--- config.mk ---
export PLATFORM = sky130hd
export DESIGN_NAME = mscp_port
export DESIGN_NICKNAME = d
export VERILOG_FILES = /design/src/mscp_pkg.sv /design/src/mscp_port.sv
export SDC_FILE = /design/constraint.sdc
export NUM_CORES = 1
export LEC_CHECK = 0
export ABC_AREA = 1
export BUFFER_PORTS_ARGS = -buffer_cell sky130_fd_sc_hd__buf_2
export CAP_MARGIN = 20
export CORE_MARGIN = 10
export CORE_UTILIZATION = 49
export DETAILED_ROUTE_END_ITERATION = 6
export PLACE_DENSITY = 0.81
export SYNTH_ARGS = -nofsm -noshare
export SYNTH_HDL_FRONTEND = slang
export SYNTH_SLANG_ARGS = --single-unit
--- constraint.sdc ---
create_clock -name clk -period 2.4 [get_ports clk]
set_input_delay 0.24 -clock clk [delete_from_list [all_inputs] [get_ports clk]]
set_output_delay 0.24 -clock clk [all_outputs]
set_load 0.05 [all_outputs]
--- src/mscp_pkg.sv ---
// Constants and carrier types for the mixer serial control port.
// Assumes a single 100 MHz system clock; serial pins are synchronous inputs.
package mscp_pkg;
  // ==========================================================
  // Byte layout
  localparam int MSCP_BYTE_BITS = 8;
  localparam int MSCP_ADDR_FLAG_POS = 7;
  localparam int MSCP_LEFT_POS = 4;
  localparam int MSCP_RIGHT_POS = 3;
  localparam int MSCP_SEL_MSB = 2;
  localparam int MSCP_ATTEN_MSB = 5;
  localparam int MSCP_NUM_INPUTS = 8;
  // ==========================================================
  // Reset values
  localparam logic [7:0] MSCP_SHIFT_RESET = 8'h00;
  localparam logic [5:0] MSCP_ATTEN_RESET = 6'h00;
  localparam logic [2:0] MSCP_SEL_RESET = 3'h0;
  localparam logic MSCP_EDGE_RESET = 1'b1;
  localparam logic MSCP_ROUTE_RESET = 1'b0;
  localparam logic MSCP_CHAIN_RESET = 1'b0;

  typedef struct packed {
    logic sclk;
    logic sdata;
    logic shift_en_n;
    logic latch;
  } mscp_serial_type;

  typedef struct packed {
    logic left_on;
    logic right_on;
    logic [5:0] atten;
  } mscp_chan_type;
endpackage

--- src/mscp_port.sv ---
// Serial control port: shift register, address/data latch, channel settings.
// Assumes serial pins already synchronous to clk; no own sync stage.
// Each serial level must stand at least one clk cycle, or an edge is lost.
`timescale 1ns/100ps
module mscp_port
  import mscp_pkg::*;
#(
  parameter int NUM_INPUTS = MSCP_NUM_INPUTS
) (
  input wire logic clk,
  input wire logic reset,
  input wire logic four_wire_mode,
  input wire mscp_serial_type serial_in,
  output logic data_out,
  output mscp_chan_type [NUM_INPUTS-1:0] chan_settings,
  output logic [2:0] selected_input
);
  // ==========================================================
  // Parameter check
  // The input select field is three bits, so more than eight inputs cannot be reached
  generate
    if (NUM_INPUTS < 1 || NUM_INPUTS > MSCP_NUM_INPUTS) begin : g_bad_inputs
      $error("NUM_INPUTS must lie between 1 and 8");
    end
  endgenerate

  // ==========================================================
  // Reset value of one input's settings
  // Inputs start switched off both outputs and at no loss
  localparam mscp_chan_type CHAN_RESET = '{
    left_on: MSCP_ROUTE_RESET,
    right_on: MSCP_ROUTE_RESET,
    atten: MSCP_ATTEN_RESET
  };

  // ==========================================================
  // Byte decoding
  // A data level above 7fh would set the flag and be misread as an address
  function automatic logic byte_is_addr(
    input logic [MSCP_BYTE_BITS-1:0] b
  );
    byte_is_addr = b[MSCP_ADDR_FLAG_POS];
  endfunction

  function automatic logic [2:0] byte_input(
    input logic [MSCP_BYTE_BITS-1:0] b
  );
    byte_input = b[MSCP_SEL_MSB:0];
  endfunction

  // The cast keeps the compare at the width of the select field
  function automatic logic input_match(
    input logic [2:0] sel,
    input int idx
  );
    input_match = (sel == 3'(idx));
  endfunction

  function automatic mscp_chan_type with_route(
    input mscp_chan_type chan,
    input logic [MSCP_BYTE_BITS-1:0] b
  );
    mscp_chan_type result;
    result = chan;
    result.left_on = b[MSCP_LEFT_POS];
    result.right_on = b[MSCP_RIGHT_POS];
    with_route = result;
  endfunction

  // Only the low six bits are taken; the flag bit has already marked the byte as data
  function automatic mscp_chan_type with_atten(
    input mscp_chan_type chan,
    input logic [MSCP_BYTE_BITS-1:0] b
  );
    mscp_chan_type result;
    result = chan;
    result.atten = b[MSCP_ATTEN_MSB:0];
    with_atten = result;
  endfunction

  // ==========================================================
  // Serial pins
  wire sclk_pin = serial_in.sclk;
  wire sdata_pin = serial_in.sdata;
  wire shift_en_n_pin = serial_in.shift_en_n;
  wire latch_pin = serial_in.latch;

  // ==========================================================
  // Edge detectors
  // Reset high, so a pin that idles high at release raises no false edge
  logic sclk_q;
  logic select_q;
  logic latch_q;

  always_ff @(posedge clk or posedge reset) begin
    if (reset) begin
      sclk_q <= MSCP_EDGE_RESET;
    end else begin
      sclk_q <= sclk_pin;
    end
  end

  always_ff @(posedge clk or posedge reset) begin
    if (reset) begin
      select_q <= MSCP_EDGE_RESET;
    end else begin
      select_q <= shift_en_n_pin;
    end
  end

  always_ff @(posedge clk or posedge reset) begin
    if (reset) begin
      latch_q <= MSCP_EDGE_RESET;
    end else begin
      latch_q <= latch_pin;
    end
  end

  // Rising edges of the three serial controls
  wire sclk_rise = sclk_pin & ~sclk_q;
  wire select_rise = shift_en_n_pin & ~select_q;
  wire latch_rise = latch_pin & ~latch_q;

  // ==========================================================
  // Shift register; never cleared between bytes
  logic [MSCP_BYTE_BITS-1:0] shift;
  // Sampling only while select low keeps stray clocks between bytes harmless
  wire shift_now = sclk_rise & ~shift_en_n_pin;
  wire [MSCP_BYTE_BITS-1:0] shifted = {shift[MSCP_BYTE_BITS-2:0], sdata_pin};
  // A short byte leaves old low bits at the top, which may then read as an address
  wire [MSCP_BYTE_BITS-1:0] next_shift = shift_now ? shifted : shift;

  always_ff @(posedge clk or posedge reset) begin
    if (reset) begin
      shift <= MSCP_SHIFT_RESET;
    end else begin
      shift <= next_shift;
    end
  end

  // ==========================================================
  // Chain output
  // Top bit leaves first into the next device's data input; one clk of delay
  // still lands before that device samples the next serial clock edge
  wire next_data_out = shift[MSCP_BYTE_BITS-1];

  always_ff @(posedge clk or posedge reset) begin
    if (reset) begin
      data_out <= MSCP_CHAIN_RESET;
    end else begin
      data_out <= next_data_out;
    end
  end

  // ==========================================================
  // Latch strobe and byte type
  // Three-wire: select rise latches; four-wire: separate strobe does
  wire latch_now = four_wire_mode ? latch_rise : select_rise;

  // Decoding looks at the byte as it stands at the strobe
  wire is_addr = byte_is_addr(shift);
  wire [2:0] addr_sel = byte_input(shift);
  wire addr_latch = latch_now & is_addr;
  wire data_latch = latch_now & ~is_addr;

  // ==========================================================
  // Address latch
  // A data byte with no address before it goes to input 0
  // Data bytes leave the selection alone, so a level can be sent again
  wire [2:0] next_selected_input = addr_latch ? addr_sel : selected_input;

  always_ff @(posedge clk or posedge reset) begin
    if (reset) begin
      selected_input <= MSCP_SEL_RESET;
    end else begin
      selected_input <= next_selected_input;
    end
  end

  // ==========================================================
  // Per-input settings
  wire mscp_chan_type [NUM_INPUTS-1:0] next_chan_settings;

  genvar i;
  generate
    for (i = 0; i < NUM_INPUTS; i++) begin : g_chan
      wire addr_hit = addr_latch & input_match(addr_sel, i);
      wire data_hit = data_latch & input_match(selected_input, i);
      wire mscp_chan_type routed = with_route(chan_settings[i], shift);
      wire mscp_chan_type attenuated = with_atten(chan_settings[i], shift);
      wire mscp_chan_type kept = chan_settings[i];
      // Routing and level are written apart, so an address byte keeps the level
      wire mscp_chan_type after_data = data_hit ? attenuated : kept;

      assign next_chan_settings[i] = addr_hit ? routed : after_data;
    end
  endgenerate

  always_ff @(posedge clk or posedge reset) begin
    if (reset) begin
      chan_settings <= {NUM_INPUTS{CHAN_RESET}};
    end else begin
      chan_settings <= next_chan_settings;
    end
  end
endmodule

# Yosys cells after proc, flatten, opt, wreduce, memory -nomap -nowiden
# Index checks and enable logic that the tools add are counted.
[op_classes]
n_eq_ne = 14
n_mux = 17
bitwise_logic = 35
reduce_logical = 10
[ops]
columns = ["operator", "count"]
rows = [
  ["8-bit two-way mux", 8],
  ["6-bit two-way mux", 8],
  ["3-bit == test, second input constant", 8],
  ["1-bit AND", 22],
  ["2-bit AND reduction", 8],
  ["1-bit NOT", 13],
  ["3-bit by 2-bit == test with 1-bit output, second input constant", 4],
  ["3-bit by 1-bit == test with 1-bit output, second input constant", 2],
  ["3-bit logical NOT", 2],
  ["1-bit two-way mux", 1],
]
[word_totals]
regBits = 79
wordCells = 106

# Longest topological paths before layout
[depth]
word_depth = 7
mapped_depth = 7
mapped_depth_nobuf = 6

# Least setup slack after synthesis
# No wires, ideal clock.
[synth_timing]
path_kind = "register to register"
from = "register selected_input[0]"
to = "register chan_settings[10] (netlist bit)"
setup_time_ns = 0.119
t_arrival_ns = 1.428
required_ns = 2.281
path_slack_ns = 0.853
path_stages_with_launch = 6
path_buffers = 0
period_less_slack_ns = 1.547
path_cell_list = "dfrtp_1 nand2_1 nor2_2 nand3_2 nand2_1 nand2_1"
[synth_between]
elab_chain_cells = 3
[synth_lines]
columns = ["element", "line_no", "source"]
rows = [
  ["start: declaration", "mscp_port.sv:16", "output logic [2:0] selected_input"],
  ["start signal: assignment", "mscp_port.sv:176", "selected_input <= next_selected_input;"],
  ["3-bit by 1-bit == test with 1-bit output", "mscp_port.sv:56", "input_match = (sel == 3'(idx));"],
  ["1-bit AND", "mscp_port.sv:188", "wire data_hit = data_latch & input_match(selected_input, i);"],
  ["2-bit AND reduction (no line)", "-", ""],
  ["end signal: assignment", "mscp_port.sv:201", "chan_settings <= {NUM_INPUTS{CHAN_RESET}};"],
  ["end signal: assignment", "mscp_port.sv:203", "chan_settings <= next_chan_settings;"],
  ["end: declaration", "mscp_port.sv:15", "output mscp_chan_type [NUM_INPUTS-1:0] chan_settings,"],
]
# Every way passes these cells.
# A chain may end at the register's enable or synchronous reset.

# Worst setup path in the final report
[layout_timing]
from = "input port serial_in[0] (netlist bit)"
to = "register chan_settings[17] (netlist bit)"
[layout_between]
elab_chain_cells = 6
elab_cells_between_ends = 8
classes_between = "mux (1); bitwise (6); reduce/logical (1)"
[layout_lines]
columns = ["element", "line_no", "source"]
rows = [
  ["start: declaration", "mscp_port.sv:13", "input wire mscp_serial_type serial_in,"],
  ["1-bit AND (*)", "mscp_port.sv:122", "wire latch_rise = latch_pin & ~latch_q;"],
  ["1-bit two-way mux (*)", "mscp_port.sv:158", "wire latch_now = four_wire_mode ? latch_rise : select_rise;"],
  ["1-bit AND", "mscp_port.sv:163", "wire addr_latch = latch_now & is_addr;"],
  ["1-bit AND", "mscp_port.sv:187", "wire addr_hit = addr_latch & input_match(addr_sel, i);"],
  ["1-bit NOT (no line)", "-", ""],
  ["2-bit AND reduction (no line) (*)", "-", ""],
]
# Mark *: on every way between the ends. The rest lies on a longest branch, timed or not.

==> impl_results.md <==
* Top post-synthesis cells by area: dfrtp_1 (55%), nand2_1 (16%), nand4_1 (12%), dfstp_2 (2.3%), buf_2 (2.2%)
* LEAKAGE at around 0.0023 µW
* Reg2reg end: chan_settings[17]
* Status: complete, no violations
* Ys Warns at 0
* Peak VDD IR at roughly 0.74 mV
* Final Hold Vio Count at 0
* Synth Instances at ~380
* Worst Skew at around 0.0077 ns
* Fillers at 608
* Total power at 5900 µW
* I/O Buffers at 74
* CP Class: primary input to flop
* TNS Setup at 0 ns
* Pre-CTS WS at approximately 0.74 ns
* First-pass GRT wire length at ~14000 µm
* Initial core utilization at 0.508
* CTS tree: done
* Post-route ant nets at 0
* FF+latch count, synth at between 70 and 80
* Pwr dens at around 1400 nW/µm²
* Mapped Nets at approximately 390
* Die width at 104 µm
* Cts repair resizes at 0
* CTS Buffer Depth at 2
* Via density at between 5 and 6
* GRT Util Overall at 0.152
* CP arrival at approximately 2 ns
* Share of cells above drive strength 1 at 0.262
* Vias in the first global route at 2766
* Std cell rows at 30
* TritonCTS Buffers at 9
* Initial antenna violation count at 0
* Post-synth cell types at 23
* Pins Over Slew Limit at 0
* Hold depth at 3
* Yosys top cell area share at 0.549
* Worst Reg-to-Reg Cells at 7
* Sequential area share after synthesis at 0.571
* CP max FO at between 50 and 60
* Total gr overflow at 0
* Post-route insts no fill at about 550
* Cells after DPL at approximately 530
* Crit start category: primary input
* Ant diodes at 0
* Cts-stage hold buffer count at 4
* Clk Latency, worst-skew pair at ~0.35 ns
* H-Tree Level Count at 3
* DR WL/cell at roughly 15 µm
* Detailed-route DRC error count at 0
* Crit path time final at around 1.8 ns
* Boundary Pins at 75
* Routed WL at about 8200 µm
* Worst EP required at ~2.6 ns
* Largest net degree at the start of global routing at 80
* Hold Startpoint: serial_in[2]
* Clock sink total at a little under 80
* Slew headroom at 0.521
* Vias at 2880
* Post-route clock period utilization at 0.753
* Actual slew at the worst max-slew pin at approximately 0.7 ns
* Design area at just over 4000 µm²
* Hold Path Sink: shift[0]
* Root Buffer: clkbuf_8
* Final worst slack at between 0.5 and 0.6 ns
* Syn avg cell area at around 9.2 µm²
* DIE HEIGHT at between 100 and 150 µm
* Worst reg2reg setup slack at just over 0.7 ns
* Worst R2R Start: latch_q
* First-pass DRT Iterations at 4
* Setup crit end kind: flop
* Placed wire-length estimate at about 5700 µm
* RSZ-0062 raised after global routing: false
* Mapped Area at 3470 µm²
* Area of the die at approximately 11000 µm²
* Final setup vio count at 0
* Core box area at 6830 µm²
* Final net count at approximately 450
* Hold crit path type: primary input to flop
* Postcts setup bufs at 0
* CTS clk-pin slew, worst paths at roughly 0.08 ns
* Final GP Congestion at slightly below 0.8
* Cell taking the most area after synthesis: dfrtp_1
* P&R area growth vs syn at 18.3%
* Placed cell areas at roughly 3900 µm²
* Max-Cap Viols at 0
* Fmax achieved at 0.553 GHz
* Starting DRT DRC Count at between 100 and 150
-- cells in the mapped netlist --
cell type	n
inv_2	1
a21oi_1	3
buf_6	2
nand3_1	10
nand2_1	144
clkbuf_4	1
nand3_4	4
dfrtp_1	76
inv_4	1
nor2_2	4
nand3_2	4
nand2_2	2
nor2_8	1
clkbuf_1	7
buf_2	15
inv_1	12
nand3b_1	1
buf_1	1
nor2_1	11
nor2_4	3
nand4_1	64
o21ai_1	8
dfstp_2	3
-- worst max-delay path: stages --
cell and delay (ns):
dlygate4sd3_1 0.52, buf_2 0.11, nand3_1 0.09, nand2_2 0.39, buf_12 0.33, nand3_2 0.18, nand2_1 0.13, nand2_1 0.06
-- power breakdown --
| part | total [µW] | internal [µW] | switching, µW |
|---|---|---|---|
| Sequential | 2150 | 1780 | 375 |
| Combinational | 2860 | 556 | 2310 |
| Clock | 882 | 402 | 480 |
| Total | 5900 | 2740 | 3160 |
-- logic make-up (layout without fill, tap and decap cells) --
kind of cell / Yosys count / count (layout) / synth area share
simple gates: 248 / 248 / 0.358
flops: 79 / 79 / 0.571
buf+inv: 40 / 113 / 0.0549
compound gates: 11 / 11 / 0.0159
-- cell usage in the layout, fill, tap and decap left out, types with 2 or more instances in the layout --
| cell | Yosys | routed |
|---|---|---|
| a21oi_1 | 3 | 3 |
| nand2_1 | 144 | 144 |
| nand2_2 | 2 | 2 |
| clkbuf_8 | 0 | 10 |
| dlygate4sd3_1 | 0 | 4 |
| o21ai_1 | 8 | 8 |
| buf_2 | 15 | 74 |
| inv_2 | 1 | 2 |
| nand4_1 | 64 | 64 |
| dfrtp_1 | 76 | 76 |
| nand3_1 | 10 | 10 |
| buf_12 | 0 | 2 |
| inv_1 | 12 | 11 |
| clkinvlp_4 | 0 | 2 |
| nor2_4 | 3 | 3 |
| dfstp_2 | 3 | 3 |
| nand3_4 | 4 | 4 |
| nand3_2 | 4 | 4 |
| nor2_1 | 11 | 11 |
| buf_4 | 0 | 3 |
| nor2_2 | 4 | 4 |
| clkinv_2 | 0 | 2 |
-- worst max path at each step --
stage	from	to	slack, ns	depth (start not counted)
final	serial_in[0]	chan_settings[17]	0.59	8
after global routing	serial_in[0]	chan_settings[17]	0.46	8
after CTS	serial_in[1]	chan_settings[17]	0.60	8
after detailed placement	four_wire_mode	chan_settings[17]	0.74	8
after global placement	four_wire_mode	chan_settings[18]	0.82	8
after floorplan	reset	chan_settings[0]	0.14	1
-- per-stage QoR --
stage | hold WS, ns | util
4_1_cts | 0.144 | 0.600
3_5_place_dp | 0.357 | 0.569
2_1_floorplan | 0.244 | -
3_3_place_gp | 0.357 | 0.569
6_report | 0.149 | 0.600
5_1_grt | 0.149 | 0.600
-- state kept, by name (all words and copies together), names as in the netlist --
register and cells:
sclk_q 1, selected_input 3, chan_settings 64, select_q 1, data_out 1, latch_q 1
shift 8
-- metal layers --
| metal | track usage | wire (µm) | share of wire |
|---|---|---|---|
| met2 | 0.233 | 3770 | 0.46 |
| met4 | 0.0567 | 99 | 0.012 |
| met5 | 0 | 0 | 0 |
| met3 | 0.0533 | 685 | 0.083 |
| met1 | 0.191 | 3680 | 0.45 |
-- area by class of cell --
| type | count | area (µm²) | share of cell area |
|---|---|---|---|
| sequential | 79 | 1980 | 0.483 |
| clock inverter | 5 | 33.8 | 0.00824 |
| timing repair buffer | 83 | 473 | 0.115 |
| tap | 96 | 120 | 0.0293 |
| clock buffer | 11 | 141 | 0.0345 |
| inverter | 14 | 55.1 | 0.0134 |
| multi-input combinational | 259 | 1300 | 0.316 |
Note: power is estimated with default switching activity, not from simulation.
